<file path="src/hdl/bka_pkg.sv">
package bka_pkg;

    // breakpoint count and the first opcode served by pair zero
    localparam int          NUM_PAIRS      = 8;
    localparam logic [15:0] BKPT_OPCODE_0  = 16'h4848;
    localparam logic [15:0] BKPT_OPCODE_7  = 16'h484F;

    // control word layout
    localparam int          CTRL_ENABLE_BIT = 15;
    localparam int          CTRL_COUNT_LSB  = 0;
    localparam int          CTRL_COUNT_W    = 8;

    // cpu space decode for the acknowledge cycle
    localparam logic [2:0]  FC_CPU_SPACE    = 3'h7;
    localparam logic [3:0]  CPU_TYPE_BKPT   = 4'h0;
    localparam int          BKPT_NUM_LSB    = 2;

    // register select codes on the register move port
    localparam logic [3:0]  SEL_OPCODE_0    = 4'h0;
    localparam logic [3:0]  SEL_CONTROL_0   = 4'h8;

    // reset value of the enable bit
    localparam logic        ENABLE_RESET    = 1'b0;

    typedef enum {
        BKA_IDLE,
        BKA_ANSWER,
        BKA_WAIT_END
    } bka_state_type;

endpackage : bka_pkg

</file>
<file path="src/hdl/bka_pin_sync.sv">
`timescale 1ns/1ps

// four flops per bit, three stages and an output; a change counts when stages two and three agree
module bka_pin_sync #(
    parameter int WIDTH = 1
) (
    input  wire logic             mclk,
    input  wire logic             nrst,
    input  wire logic [WIDTH-1:0] pin_in,
    output logic      [WIDTH-1:0] pin_out
);

    typedef struct packed {
        logic [WIDTH-1:0] s1;
        logic [WIDTH-1:0] s2;
        logic [WIDTH-1:0] s3;
        logic [WIDTH-1:0] q;
    } bka_sync_type;

    bka_sync_type sync_reg;
    bka_sync_type sync_next;

    always_comb begin
        sync_next    = sync_reg;
        sync_next.s1 = pin_in;
        sync_next.s2 = sync_reg.s1;
        sync_next.s3 = sync_reg.s2;
        for (int i = 0; i < WIDTH; i++) begin
            if (sync_reg.s2[i] == sync_reg.s3[i]) begin
                sync_next.q[i] = sync_reg.s3[i];
            end
        end
    end

    always_ff @(posedge mclk) begin
        if (!nrst) begin
            sync_reg <= '0;
        end else begin
            sync_reg <= sync_next;
        end
    end

    assign pin_out = sync_reg.q;

endmodule : bka_pin_sync

</file>
<file path="src/hdl/bka_unit.sv">
`timescale 1ns/1ps

// Functional notes
// - eight register pairs serve opcodes 4848 to 484F in order, pair n for n.
// - each replacement opcode register holds any 16-bit value and drives it.
// - replacement opcode registers are readable and writable by register move.
// - with the control enable bit clear the acknowledge ends in bus error.
// - reset clears every enable bit and leaves the skip counts alone.
// - the low eight control bits hold the skip count.
// - enabled with nonzero count, the opcode is driven with a size acknowledge.
// - each cycle that returns the opcode decrements its count by one.
// - with a zero count the cycle ends in bus error and no opcode.
// - control bits 8 to 14 read as zero and are stored as nothing.
// - control registers are readable and writable by register move.
module bka_unit #(
    parameter int NPAIR = bka_pkg::NUM_PAIRS
) (
    input  wire logic        mclk,
    input  wire logic        nrst,
    input  wire logic        as_n,
    input  wire logic        rw,
    input  wire logic [2:0]  fc,
    input  wire logic [19:0] addr,
    output logic      [15:0] data_out,
    output logic             data_oe,
    output logic             dsack_n,
    output logic             berr_n,
    input  wire logic        move_wr,
    input  wire logic        move_rd,
    input  wire logic [3:0]  move_sel,
    input  wire logic [15:0] move_wdata,
    output logic      [15:0] move_rdata,
    output logic             move_rvalid
);

    localparam int CW = bka_pkg::CTRL_COUNT_W;

    // =====================================================
    // pin synchronisers
    // =====================================================
    // strobe enters inverted: cleared flops mean an idle bus, so no
    // phantom strobe is seen in the cycles after a reset
    logic [25:0] pins_s;

    bka_pin_sync #(
        .WIDTH (26)
    ) u_sync (
        .mclk    (mclk),
        .nrst    (nrst),
        .pin_in  ({~as_n, rw, fc, addr, 1'b0}),
        .pin_out (pins_s)
    );

    logic        as_s;
    logic        rw_s;
    logic [2:0]  fc_s;
    logic [19:0] addr_s;

    assign as_s   = pins_s[25];
    assign rw_s   = pins_s[24];
    assign fc_s   = pins_s[23:21];
    assign addr_s = pins_s[20:1];

    // =====================================================
    // state
    // =====================================================
    typedef struct packed {
        bka_pkg::bka_state_type st;
        logic [NPAIR-1:0][15:0]   opcode;
        logic [NPAIR-1:0]         enable;
        logic [NPAIR-1:0][CW-1:0] count;
        logic [2:0]  sel;
        logic        give;
        logic [15:0] data;
        logic        oe;
        logic        dsack;
        logic        berr;
        logic [15:0] rdata;
        logic        rvalid;
    } bka_core_type;

    bka_core_type core_reg;
    bka_core_type core_next;

    logic       ack_cycle;
    logic [2:0] bk_num;

    // only the breakpoint number and cpu type fields matter; other zero-filled bits ignored
    assign bk_num    = addr_s[bka_pkg::BKPT_NUM_LSB +: 3];
    assign ack_cycle = as_s && rw_s && fc_s == bka_pkg::FC_CPU_SPACE
                       && addr_s[19:16] == bka_pkg::CPU_TYPE_BKPT;

    always_comb begin
        core_next        = core_reg;
        core_next.rvalid = 1'b0;
        // register move port
        if (move_wr) begin
            if (move_sel[3] == 1'b0) begin
                core_next.opcode[move_sel[2:0]] = move_wdata;
            end else begin
                core_next.enable[move_sel[2:0]] =
                    move_wdata[bka_pkg::CTRL_ENABLE_BIT];
                core_next.count[move_sel[2:0]] =
                    move_wdata[bka_pkg::CTRL_COUNT_LSB +: CW];
            end
        end
        if (move_rd) begin
            core_next.rvalid = 1'b1;
            if (move_sel[3] == 1'b0) begin
                core_next.rdata = core_reg.opcode[move_sel[2:0]];
            end else begin
                core_next.rdata = {core_reg.enable[move_sel[2:0]],
                                   7'h00,
                                   core_reg.count[move_sel[2:0]]};
            end
        end
        case (core_reg.st)
            bka_pkg::BKA_IDLE: begin
                if (ack_cycle) begin
                    // outcome fixed from the values seen here
                    core_next.sel  = bk_num;
                    core_next.give = core_reg.enable[bk_num]
                                     && core_reg.count[bk_num] != '0;
                    core_next.st   = bka_pkg::BKA_ANSWER;
                end
            end
            bka_pkg::BKA_ANSWER: begin
                if (core_reg.give) begin
                    core_next.data  = core_reg.opcode[core_reg.sel];
                    core_next.oe    = 1'b1;
                    core_next.dsack = 1'b1;
                    // decrement wins over a same-cycle register move
                    core_next.count[core_reg.sel] =
                        core_reg.count[core_reg.sel] - 8'h01;
                end else begin
                    core_next.berr = 1'b1;
                end
                core_next.st = bka_pkg::BKA_WAIT_END;
            end
            bka_pkg::BKA_WAIT_END: begin
                if (!as_s) begin
                    core_next.oe    = 1'b0;
                    core_next.dsack = 1'b0;
                    core_next.berr  = 1'b0;
                    core_next.st    = bka_pkg::BKA_IDLE;
                end
            end
            default: begin
                core_next.st = bka_pkg::BKA_IDLE;
            end
        endcase
    end

    always_ff @(posedge mclk) begin
        if (!nrst) begin
            // counts and opcodes keep their value across reset
            core_reg.st     <= bka_pkg::BKA_IDLE;
            core_reg.enable <= {NPAIR{bka_pkg::ENABLE_RESET}};
            core_reg.sel    <= 3'h0;
            core_reg.give   <= 1'b0;
            core_reg.data   <= 16'h0000;
            core_reg.oe     <= 1'b0;
            core_reg.dsack  <= 1'b0;
            core_reg.berr   <= 1'b0;
            core_reg.rdata  <= 16'h0000;
            core_reg.rvalid <= 1'b0;
            core_reg.opcode <= core_reg.opcode;
            core_reg.count  <= core_reg.count;
        end else begin
            core_reg <= core_next;
        end
    end

    assign data_out    = core_reg.data;
    assign data_oe     = core_reg.oe;
    assign dsack_n     = ~core_reg.dsack;
    assign berr_n      = ~core_reg.berr;
    assign move_rdata  = core_reg.rdata;
    assign move_rvalid = core_reg.rvalid;

    // =====================================================
    // checks
    // =====================================================
    a_never_both: assert property (@(posedge mclk) disable iff (!nrst)
        !(core_reg.dsack && core_reg.berr))
        else $error("size acknowledge and bus error together");

    a_disabled_errs: assert property (@(posedge mclk) disable iff (!nrst)
        (core_reg.st == bka_pkg::BKA_IDLE && ack_cycle
         && !core_reg.enable[bk_num])
        |=> ##1 core_reg.berr)
        else $error("disabled breakpoint not ended by bus error");

    a_zero_errs: assert property (@(posedge mclk) disable iff (!nrst)
        (core_reg.st == bka_pkg::BKA_IDLE && ack_cycle
         && core_reg.count[bk_num] == '0)
        |=> ##1 (core_reg.berr && !core_reg.oe))
        else $error("zero count not ended by bus error");

    a_give_opcode: assert property (@(posedge mclk) disable iff (!nrst)
        (core_reg.st == bka_pkg::BKA_ANSWER && core_reg.give)
        |=> (core_reg.dsack
             && core_reg.data == $past(core_reg.opcode[core_reg.sel])))
        else $error("replacement opcode not driven");

    a_count_dec: assert property (@(posedge mclk) disable iff (!nrst)
        (core_reg.st == bka_pkg::BKA_ANSWER && core_reg.give)
        |=> core_reg.count[$past(core_reg.sel)]
            == $past(core_reg.count[core_reg.sel]) - 8'h01)
        else $error("skip count not decremented by one");

    a_ctrl_zeros: assert property (@(posedge mclk) disable iff (!nrst)
        core_reg.rvalid && $past(move_sel[3]) |-> core_reg.rdata[14:8] == 7'h00)
        else $error("control reserved bits not zero");

    a_reset_enable: assert property (@(posedge mclk)
        !nrst |=> core_reg.enable == '0)
        else $error("enable not cleared by reset");

    a_ack_closes: assert property (@(posedge mclk) disable iff (!nrst)
        (core_reg.dsack || core_reg.berr) && !as_s
        |=> !(core_reg.dsack || core_reg.berr))
        else $error("termination held after strobe released");

    // =====================================================
    // checks: reset and termination shape
    // =====================================================
    a_reset_outputs: assert property (@(posedge mclk)
        !nrst |=> (!core_reg.dsack && !core_reg.berr && !core_reg.oe))
        else $error("bus outputs not released by reset");

    a_berr_no_oe: assert property (@(posedge mclk) disable iff (!nrst)
        core_reg.berr |-> !core_reg.oe)
        else $error("data driven during bus error");

    a_oe_with_dsack: assert property (@(posedge mclk) disable iff (!nrst)
        core_reg.oe == core_reg.dsack)
        else $error("data enable apart from size acknowledge");

    // =====================================================
    // checks: sampling at the take edge
    // =====================================================
    // outcome must follow the values seen when the cycle was taken,
    // not whatever a later register move leaves behind
    a_take_answer: assert property (@(posedge mclk) disable iff (!nrst)
        (core_reg.st == bka_pkg::BKA_IDLE && ack_cycle)
        |=> core_reg.st == bka_pkg::BKA_ANSWER)
        else $error("acknowledge cycle not taken");

    a_give_sampled: assert property (@(posedge mclk) disable iff (!nrst)
        (core_reg.st == bka_pkg::BKA_IDLE && ack_cycle)
        |=> core_reg.give == $past(core_reg.enable[bk_num]
                                   && core_reg.count[bk_num] != '0))
        else $error("outcome not fixed at cycle start");

    a_sel_number: assert property (@(posedge mclk) disable iff (!nrst)
        (core_reg.st == bka_pkg::BKA_IDLE && ack_cycle)
        |=> core_reg.sel == $past(bk_num))
        else $error("pair not picked from address number");

    // =====================================================
    // checks: register move port
    // =====================================================
    a_opcode_write: assert property (@(posedge mclk) disable iff (!nrst)
        (move_wr && !move_sel[3])
        |=> core_reg.opcode[$past(move_sel[2:0])] == $past(move_wdata))
        else $error("opcode register write lost");

    a_ctrl_write: assert property (@(posedge mclk) disable iff (!nrst)
        (move_wr && move_sel[3])
        |=> core_reg.enable[$past(move_sel[2:0])]
            == $past(move_wdata[bka_pkg::CTRL_ENABLE_BIT]))
        else $error("enable bit write lost");

    a_opcode_read: assert property (@(posedge mclk) disable iff (!nrst)
        (move_rd && !move_sel[3])
        |=> core_reg.rdata == $past(core_reg.opcode[move_sel[2:0]]))
        else $error("opcode register read wrong");

    a_rvalid_pulse: assert property (@(posedge mclk) disable iff (!nrst)
        move_rd |=> core_reg.rvalid)
        else $error("read not answered next cycle");

    a_rvalid_idle: assert property (@(posedge mclk) disable iff (!nrst)
        !move_rd |=> !core_reg.rvalid)
        else $error("read valid without a read");

endmodule : bka_unit

</file>
<file path="config.mk">
export PLATFORM = sky130hd
export DESIGN_NAME = bka_unit
export DESIGN_NICKNAME = d
export VERILOG_FILES = /design/src/hdl/bka_pkg.sv /design/src/hdl/bka_pin_sync.sv /design/src/hdl/bka_unit.sv
export SDC_FILE = /design/constraint.sdc
export NUM_CORES = 1
export LEC_CHECK = 0
export BUFFER_PORTS_ARGS = -buffer_cell sky130_fd_sc_hd__buf_2
export CAP_MARGIN = 10
export CORE_ASPECT_RATIO = 2
export CORE_UTILIZATION = 40
export DETAILED_ROUTE_END_ITERATION = 7
export GPL_TIMING_DRIVEN = 0
export PLACE_DENSITY = 0.6
export SLEW_MARGIN = 10
export SYNTH_ARGS = -nofsm -noshare
export SYNTH_HDL_FRONTEND = slang
export SYNTH_SLANG_ARGS = --single-unit
export TNS_END_PERCENT = 100
</file>
<file path="constraint.sdc">
create_clock -name mclk -period 6.8 [get_ports mclk]
set_clock_uncertainty 0.2 [all_clocks]
set_input_delay 0.34 -clock mclk [delete_from_list [all_inputs] [get_ports mclk]]
set_output_delay 0.34 -clock mclk [all_outputs]
set_load 0.02 [all_outputs]
</file>
; Word level (Yosys, flattened, before mapping)
; Cells that the tools add are included.
[classes]
addsub = 1
n_mul = 0
div = 0
magnitude_cmp = 5
eq_ne = 19
shifts = 0
n_mux = 39
n_bitwise = 4
reduce_logical = 17
[ops]
columns = operator, count
row1 = $mux W64, 4
row2 = $bwmux W128, 1
row3 = $bwmux W64, 2
row4 = $bmux W16 S3, 2
row5 = $pmux W32 S3, 1
row6 = $bmux W8 S3, 3
row7 = $mux W16, 4
row8 = $mux W32, 2
row9 = $demux W16 S3, 1
row10 = $demux W8 S3, 2
row11 = $mux W8, 5
row12 = $eq A32 B1 Y1 const B, 1
row13 = $eq A32 B2 Y1 const B, 1
row14 = $logic_not A32 Y1, 1
row15 = $eq A1 B1 Y1, 12
row16 = $lt A3 B4 Y1 const B, 3
row17 = $reduce_and A3 Y1, 3
row18 = $bwmux W8, 1
row19 = $ne A2 B2 Y1 const B, 4
row20 = $reduce_and A2 Y1, 4
row21 = $reduce_bool A8 Y1, 1
row22 = $sub A8 B1 Y8 const B, 1
row23 = $bmux W1 S3, 2
row24 = $ge A3 B1 Y1 const B, 2
row25 = 10 further kinds, 22
[word_totals]
regBits = 362
latchBits = 0
ramBits = 0
romBits = 0
inputBits = 49
wordCells = 127
n_memories = 0

; Depth between registers and ports, before layout
; Gate-level depths: netlist of the first run.
[depth]
depth_word = 10
depth_mapped = 15
mapped_depth_nobuf = 11

; Cells and area by module
; A second synthesis of the first run with hierarchy kept.
[hier_totals]
hier_cells = 1386
hier_area_um2 = 16086.7
[modules_own_cells]
columns = mod, n_inst, cells_each, area_per_inst_um2, seq_area_each_um2
row1 = bka_unit, 1, 1089, 12751.0, 6746.5
row2 = bka_pin_sync, 1, 297, 3335.7, 2082.0

; Worst setup path after synthesis of the first run
; No wires, ideal clock.
[synth_timing]
path_type = in2reg
start = input port move_sel[1]
end = register core_reg[112] (netlist bit), enable pin
arrival_ns = 2.928
required_ns = 6.170
setup_slack_ns = 3.242
cell_stages = 6
path_cell_list = clkbuf_1 -> buf_2 -> buf_2 -> clkbuf_1 -> buf_1 -> nor4_1
[synth_rtl]
columns = element, line
row1 = "start, declared", bka_unit.sv:30  ; input wire logic [3:0] move_sel,
row2 = "end signal, assigned", bka_unit.sv:170  ; core_reg <= core_next;
row3 = "end, declared", bka_unit.sv:82  ; bka_core_type core_reg;

==> results of run 1 <==
kinds of logic (layout without fill, tap and decap cells):
family / count (synthesis) / in the layout / share of synthesized area (%)
flops: 289 / 289 / 54.67
xor+xnor: 6 / 6 / 0.5326
mux: 173 / 173 / 15.99
simple gates: 332 / 332 / 11.22
fa+ha+maj: 1 / 1 / 0.08874
buf+inv: 132 / 292 / 4.597
compound gates: 281 / 281 / 12.90
timing repair:
item | 4_1_cts | 5_1_grt
hold buffers | 28 | 0
resized for setup | 0 | 0
hold endpoints to repair | 132 | 0
endpoints found under the setup margin | 0 | 0
setup buffers | 0 | 0
cell usage in the layout, fill, tap and decap left out, drive strengths merged, types with 3 or more instances in the layout:
cell type,synthesis,routed
edfxtp,192,192
or4,6,6
o221ai,10,10
a221oi,36,36
nand3,9,9
nor2b,21,21
a22o,4,4
a311oi,11,11
dfxtp,97,97
or2,3,3
o21ai,79,79
o22ai,5,5
a22oi,17,17
nor4,11,11
a211oi,20,20
nand2b,3,3
inv,13,14
dlygate4sd3,0,28
mux2i,88,88
buf,64,149
xor2,4,4
nand3b,9,9
a21oi,76,76
nor3,14,14
clkbuf,54,95
nor2,112,112
mux2,48,48
clkinv,1,5
o2bb2ai,4,4
and2,42,42
nand2,95,95
mux4,37,37
routing by layer:
metal | up-vias | global-route usage (%)
li1 | 4831 | -
met1 | 5473 | 29.73
met2 | 647 | 55.11
met3 | 241 | 4.846
met4 | 4 | 26.45
met5 | - | 0
through the flow:
| stage | setup slack [ns] | instances | area [um^2] |
|---|---|---|---|
| floorplan | 3.242 | 1214 | 14100 |
| global placement | 0.4445 | 1724 | 14990 |
| detailed placement | 2.498 | 1740 | 15240 |
| CTS | 2.753 | 1815 | 16350 |
| global route | 2.532 | 1815 | 16350 |
| finish | 2.597 | 1815 | 16350 |
power by group through the flow:
stage	Sequential, mW	Combinational, mW	Clock (mW)
2_1_floorplan	1.99	0.188	0
3_3_place_gp	2.01	0.306	0
3_5_place_dp	2.01	0.315	0
4_1_cts	1.97	0.329	1.49
5_1_grt	1.98	0.354	1.55
6_report	1.98	0.336	1.48
worst paths after layout:
| path | endpoint |
|---|---|
| worst max-delay path | core_reg[103]$_DFFE_PP_ |
| worst min-delay path | core_reg[183]$_DFFE_PP_ |
| worst max register to register | core_reg[103]$_DFFE_PP_ |
| worst min register to register | u_sync.sync_next[49]$_SDFF_PN0_ |
critical path: cells and delay by family, from the launching register on:
family / cells / cell delay (ns)
and+or+nand+nor: 2 / 0.65
xor gates and xnor gates: 1 / 0.49
muxes: 1 / 0.42
DFF: 1 / 0.33
AOI/OAI and AO/OA: 2 / 0.60
buffers and inverters: 3 / 1.19
area by class of cell:
| type | instances | area (um^2) |
|---|---|---|
| repair buffers | 113 | 813.3 |
| well taps | 441 | 551.8 |
| clock inverters | 6 | 65.06 |
| flip-flops and latches | 289 | 7707 |
| clock buffers | 41 | 770.7 |
| plain buffers | 118 | 595.6 |
| fillers | 3182 | 18120 |
| multi-input cells | 793 | 5797 |
| inverters | 14 | 52.55 |
==> impl.org, run 1 <==
** Pwr
- Of the total power, the clock network draws between 30% and 40%.
- Net switching power :: 0.9153 mW
- Leakage power figure :: around 5.7 nW
- Switching power as a share of total power :: roughly 24%
- In this run the power density over the cells is around 230 nW/um^2.
- Proportion of power drawn by flip-flops and latches :: between 50% and 60%
- Power comes to roughly 3.8 mW.
- Combinational share of power :: under 10%
- Cell internal power was estimated by the tool at approximately 2.9 mW.
- VDD sags by at most around 0.21 mV.

** Logic synthesis
- Synth top cells by count :: sky130_fd_sc_hd__edfxtp_1, sky130_fd_sc_hd__nor2_1, sky130_fd_sc_hd__dfxtp_1
- Avg Cell Area, Syn :: 11.61 um^2
- Post-Synthesis Net Count :: ~1,300
- The most used flip-flop cell after synthesis is sky130_fd_sc_hd__edfxtp_1.
- After synthesis, the cell types taking the most area are sky130_fd_sc_hd__edfxtp_1, sky130_fd_sc_hd__dfxtp_1, sky130_fd_sc_hd__mux2i_1.
- The cell count after synthesis came out at about 1,200.
- For this run, the register share of the synthesized area comes to between 50% and 60%.
- During synthesis, Yosys emitted a total of 0 warnings.
- The number of different library cells used by synthesis comes to 65.
- Synth top area share :: between 40% and 50%
- The largest total area in the synthesized netlist belongs to sky130_fd_sc_hd__edfxtp_1.
- In the post-synthesis netlist, the cell with the most instances is sky130_fd_sc_hd__edfxtp_1.
- Register bit total from synthesis :: around 290
- For this run, asynchronously set or reset flops after synthesis account for 0%.
- Number of flops mapped to enable cells by yosys :: ~190
- Summing every instance area after synthesis gives between 10,000 and 15,000 um^2.

** STA
- On the final layout, the worst hold slack is ~0.0096 ns.
- Headroom to the max-slew limit :: 8.926%
- Number of endpoints with negative hold slack in the final report :: 0
- Setup repair after global routing missed its margin :: no
- In the final timing run, aggregate negative setup slack is 0 ns.
- The final critical path takes up 61.81% of the cycle.
- Period minus WS final :: between 4 and 5 ns
- Setup violations remaining at the end of the flow were counted as 0.
- For the pin with the worst max-slew slack, the measured transition is 1.361 ns.
- Number of pins exceeding their max-slew limit in the final report :: 0
- Achievable frequency :: around 240 MHz

** CTS
- CTS Buf Count :: 26
- Clock sinks :: about 290
- No sink is reached through more buffers than the 3 on the longest clock path.
- Clock tree from TritonCTS :: done
- Clock latency on the worst-skew pair, taken at its later pin, is approximately 0.57 ns.
- Root Buffer :: sky130_fd_sc_hd__clkbuf_16
- Clock-pin slew was measured on the worst setup and hold paths at about 0.07 ns.
- Depth of the CTS H-tree :: 1

** GRT
- Overall global routing resource usage :: just over 30%
- The number of antenna violations at the first check in global routing came to 2.
- Vias in the first global route :: 11,410
- Summed over all layers, the global routing overflow is 0.
- Global-route wire length before repair :: 77,520 um
- Entering global routing, the biggest net connects between 50 and 60 pins.

** Finish
- The register with the most flip-flops in the layout has 207 of them.
- In the final layout, the share of cells above drive strength 1 is between 20% and 30%.
- Final net count :: approximately 1,400
- Compared with the post-synthesis result, the final layout area differs by 16.00%.
- Final design utilization :: a little under half
- The repair_antennas step left the layout with diodes totalling 0.

** Critical path
- The setup path with the least slack is of type reg2reg.
- Required time worst endpoint :: between 6 and 7 ns
- Measured in cells, the most critical reg-to-reg path has a length of 9.
- Of all nets on the critical path, the largest fanout is 10.
- Tracing the worst setup path back leads to its startpoint at core_reg[39]$_SDFFE_PN0P_.
- R2R Setup Slk :: between 2 and 3 ns
- In this run the critical register-to-register path is launched from core_reg[39]$_SDFFE_PN0P_.
- The worst setup path is captured at a flip-flop.
- STA classifies the critical path startpoint as a flip-flop.
- The slowest stage of the critical path belongs to the cell sky130_fd_sc_hd__buf_1.
- Crit-path max cell delay :: ~0.5 ns
- For the worst setup path, the data arrival time is about 4.3 ns.
- Walking the worst path, the cells encountered are buf_2 -> clkinv_1 -> buf_1 -> mux2i_1 -> a21boi_2 -> nand4_2 -> nor3_4 -> xor2_2 -> a21oi_1.

** Hold path
- Path category of the worst min-delay check :: in2reg
- Launch instance of the worst min-delay path :: move_wdata[7]
- Number of stages on the worst hold path :: 1

** Placement
- The congestion estimate from routability-driven global placement came to roughly 1.0.
- Input and output buffers added on the ports amount to a little under 70.
- Detailed placement ended at an HPWL of 39,530 um.

** Route
- Detailed Routing Iterations Pass 1 :: 5
- For this block, the via count after detailed routing is between 10,000 and 15,000.
- Initial DRC Count :: between 1,000 and 1,500
- Wires add up to 54,060 um.
- Met2 wire length :: 28,110 um
- Detailed-route DRC error count :: 0
- In the routed layout, each cell is associated on average with a via count of between 6 and 7.
- The detailed router used layers up to and including met5.
- Wire length on met3 :: between 3000 and 4000 um
- Dividing the detail-routed wire length by the instance count gives between 20 and 30 um.
- The detailed router put a total of ~17,000 um of wire on met1.
- Count of antenna-violating nets left after detailed routing :: 0

** Job
- The tool flagged a number of max-cap violations equal to 0.

** Floorplanning
- The die covers approximately 36,000 um^2.
- Row generation in the floorplan step produced 96 rows.
- Horizontal extent of the die :: about 130 um
- Starting density of the core :: between 40 and 50%
- Area inside the core boundary :: between 30,000 and 40,000 um^2
- between 80 and 90 I/O pins were placed.
- Height of the die :: approximately 270 um

** Status
- Run status :: finished, final reports clean
Power figures use the tool's default switching activity.
==> inputs of run 2 (changes only) <==
==> constraint.sdc (replaced) <==
create_clock -name mclk -period 4.1 [get_ports mclk]
set_clock_uncertainty 0.2 [all_clocks]
set_input_delay 0.205 -clock mclk [delete_from_list [all_inputs] [get_ports mclk]]
set_output_delay 0.205 -clock mclk [all_outputs]
set_load 0.02 [all_outputs]
==> run 2 against run 1 <==
  * Cell area increased by 0.20%
  * Maximum frequency rose by 5.3%
  * Register-to-register slack lost 2.5 ns
  * Core utilization rose by 0.094 points
  * Setup slack worse by 2.5 ns
  * Critical path depth grew 4
  * Die area unchanged
  * Clock power increased by 66%
  * Sequential power up 66%
  * Largest power group unchanged
  * Sequential share of layout area shrank 0.093 points
  * First-iteration DRC count grew 10%
  * Critical path type unchanged
  * Routed wire length is 0.30% higher
==> impl.org, run 2 (synthesis gave the netlist of run 1 again) <==
** STA
- Setup repair after global routing missed its margin :: no
- Period minus WS final :: 3.993 ns (-0.2099 ns)
- Final period utilization :: 97.39% (+36 points)
- Number of pins exceeding their max-slew limit in the final report :: 0 (unchanged)
- The setup TNS was 0 ns (unchanged).
- The slew at the pin closest to its max-slew limit was 1.365 ns (+0.003912 ns).
- The final-layout worst hold slack is 0.1263 ns (+0.1167 ns).
- Number of endpoints with negative hold slack in the final report :: 0 (unchanged)
- Achievable frequency :: 250.4 MHz (+5.3%)
- Setup-violating endpoint count in the final report :: 0 (unchanged)
- The normalized max-slew margin is 8.665% (-0.26 points).
- Final worst slack :: 0.1072 ns (-2.490 ns)

** Finish
- The ratio of cells with drive above 1 in the final layout came to 20.35% (+0.19 points).
- The utilization after layout was 47.53% (+0.094 points).
- The fill cell instance count of the final layout was 3,180 (-0.063%).
- Most used cells in the layout excluding fill and tap cells :: sky130_fd_sc_hd__edfxtp_1, sky130_fd_sc_hd__nor2_1, sky130_fd_sc_hd__dfxtp_1
- The number of flip-flops under the largest register name is 207 (unchanged).
- The number of inserted diodes was 0 (unchanged).
- The count of nets after finishing is 1,407 (+0.14%).
- Number of standard cells in the final layout excluding fillers :: 1,817 (+0.11%)
- The library cell used most frequently in the layout, excluding fill and tap cells, is sky130_fd_sc_hd__edfxtp_1.
- Signed area change from the synthesized netlist to the final layout :: 16.23%

** Placement
- PortBufs :: 69 (unchanged)
- The placed instance count came to 1,740 (unchanged).
- Setup slack at placement :: -0.06693 ns (-2.565 ns)
- Weighted congestion at the end of routability-driven global placement :: 1.028 (unchanged)
- The final HPWL from detailed placement came to 39,530 um (unchanged).

** GRT
- The global-route usage over all layers was 30.51% (about the same).
- Total gr overflow :: 0 (unchanged)
- The number of antenna violations at the first check in global routing came to 2 (unchanged).
- The global-route wire length before repair was 77,560 um (about the same).
- Maximum number of pins on one net before global-route repair :: 59 (unchanged)
- Vias in the first global route :: 11,420 (+0.088%)

** Status
- Run status :: finished, final reports clean

** Floorplanning
- The die area is 36,040 um^2 (unchanged).
- Area inside the core boundary :: 34,470 um^2 (unchanged)
- Starting density of the core :: 40.89% (unchanged)
- Height of the die :: 267.5 um (unchanged)
- The width of the chip was 134.7 um (unchanged).
- The count of boundary I/O pins is 85 (unchanged).
- Floorplan row count :: 96 (unchanged)

** Critical path
- Nature of the critical path endpoint :: flip-flop
- The minimum setup slack among reg-to-reg paths is 0.11 ns (-2.49 ns).
- Max Fanout on Critical Path :: 10 (unchanged)
- The data required time at the worst endpoint is 4.30 ns (-2.57 ns).
- Data arrival time of the critical path :: 4.19 ns (-0.08 ns)
- Critical Path Start Type :: flip-flop
- Crit Path Class :: reg2reg

** Pwr
- The highest ir drop seen on vdd is 0.3471 mV (+66%).
- The power density of the placed cells is 383.6 nW/um^2 (+66%).
- Leakage power figure :: 5.679 nW (+0.22%)

** Route
- Detailed-route DRC error count :: 0 (unchanged)
- The count of antenna-violating nets left after detailed routing was 0 (unchanged).
- Via-per-instance ratio :: 6.192 (+0.38%)
- The detailed router's first-iteration violation count is 1,280 (+10%).
- The total number of vias came to 11,250 (+0.49%).
- Routed WL per cell :: 29.84 um (+0.19%)
- Final wirelength :: 54,220 um (+0.30%)
- The first-pass detailed-route iteration total is 6 (+1).

** CTS
- The clock insertion delay at the later pin of the skew report came to 0.56 ns (about the same).
- Root Buffer :: sky130_fd_sc_hd__clkbuf_16
- CTS Buf Count :: 26 (unchanged)
- TritonCTS built the clock tree.
- The maximum number of buffers from clock root to sink came to 3 (unchanged).
- Number of setup buffers added after CTS :: 0 (unchanged)
- Clk pin slew, worst setup/hold paths :: 0.07 ns (about the same)
- The number of clock sinks is 289 (unchanged).
- Depth of the CTS H-tree :: 1 (unchanged)

** Hold path
- Path category of the worst min-delay check :: in2reg

** Job
- Max-cap viol count :: 0 (unchanged)
## run 2: timing repair
item,CTS,global route
endpoints found under the setup margin,0,24
resized for setup,0,3
hold buffers,30,0
endpoints found under the hold margin,154,0
## run 2: power breakdown
group	switching (mW)	internal, mW
logic	0.347	0.214
clock network	1.09	1.36
registers	0.0802	3.20
## run 2: path summary, 6_finish.rpt
check | startpoint | endpoint | cells past startpoint
setup reg to reg | core_reg[39]$_SDFFE_PN0P_ | core_reg[86]$_DFFE_PP_ | 13
hold reg to reg | u_sync.sync_next[77]$_SDFF_PN0_ | u_sync.sync_next[51]$_SDFF_PN0_ | 1
hold / removal | as_n | u_sync.sync_next[77]$_SDFF_PN0_ | 3
setup / recovery | core_reg[39]$_SDFFE_PN0P_ | core_reg[86]$_DFFE_PP_ | 13
## run 2: metal layers
metal	vias up	GRT usage (%)	part of all wire, %
met5	-	0	0.050
met4	4	26.45	9.8
met3	246	4.846	7.0
met2	620	55.11	51
met1	5544	29.75	32
li1	4837	-	-
## run 2: worst max-delay path, stage by stage, from the launching register on
cell	delay [ns]
sky130_fd_sc_hd__dfxtp_1	0.34
sky130_fd_sc_hd__buf_2	0.28
sky130_fd_sc_hd__clkinvlp_4	0.34
sky130_fd_sc_hd__mux4_2	0.56
sky130_fd_sc_hd__and2_1	0.18
sky130_fd_sc_hd__clkbuf_1	0.20
sky130_fd_sc_hd__inv_1	0.25
sky130_fd_sc_hd__ha_1	0.30
sky130_fd_sc_hd__inv_1	0.06
sky130_fd_sc_hd__nor2_1	0.10
sky130_fd_sc_hd__and4_1	0.28
sky130_fd_sc_hd__xor2_2	0.46
sky130_fd_sc_hd__nor2_1	0.10
sky130_fd_sc_hd__a21oi_1	0.15
## run 2: area by class of cell
| cell class | count | area (um^2) | area share [%] |
|---|---|---|---|
| repair buffers | 115 | 833.3 | 5.086 |
| clock buffers | 41 | 770.7 | 4.704 |
| plain buffers | 118 | 596.8 | 3.642 |
| clock inverters | 6 | 65.06 | 0.3971 |
| inverters | 14 | 56.30 | 0.3436 |
| well taps | 441 | 551.8 | 3.367 |
| multi-input cells | 793 | 5804 | 35.42 |
| flip-flops and latches | 289 | 7707 | 47.04 |
## run 2: through the flow
step                      power, mW  cell area, um^2
after detailed placement      3.860            15240
after global routing          6.440            16390
final                         6.285            16390
after CTS                     6.288            16370
after floorplan               3.609            14100
after global placement        3.845            14990
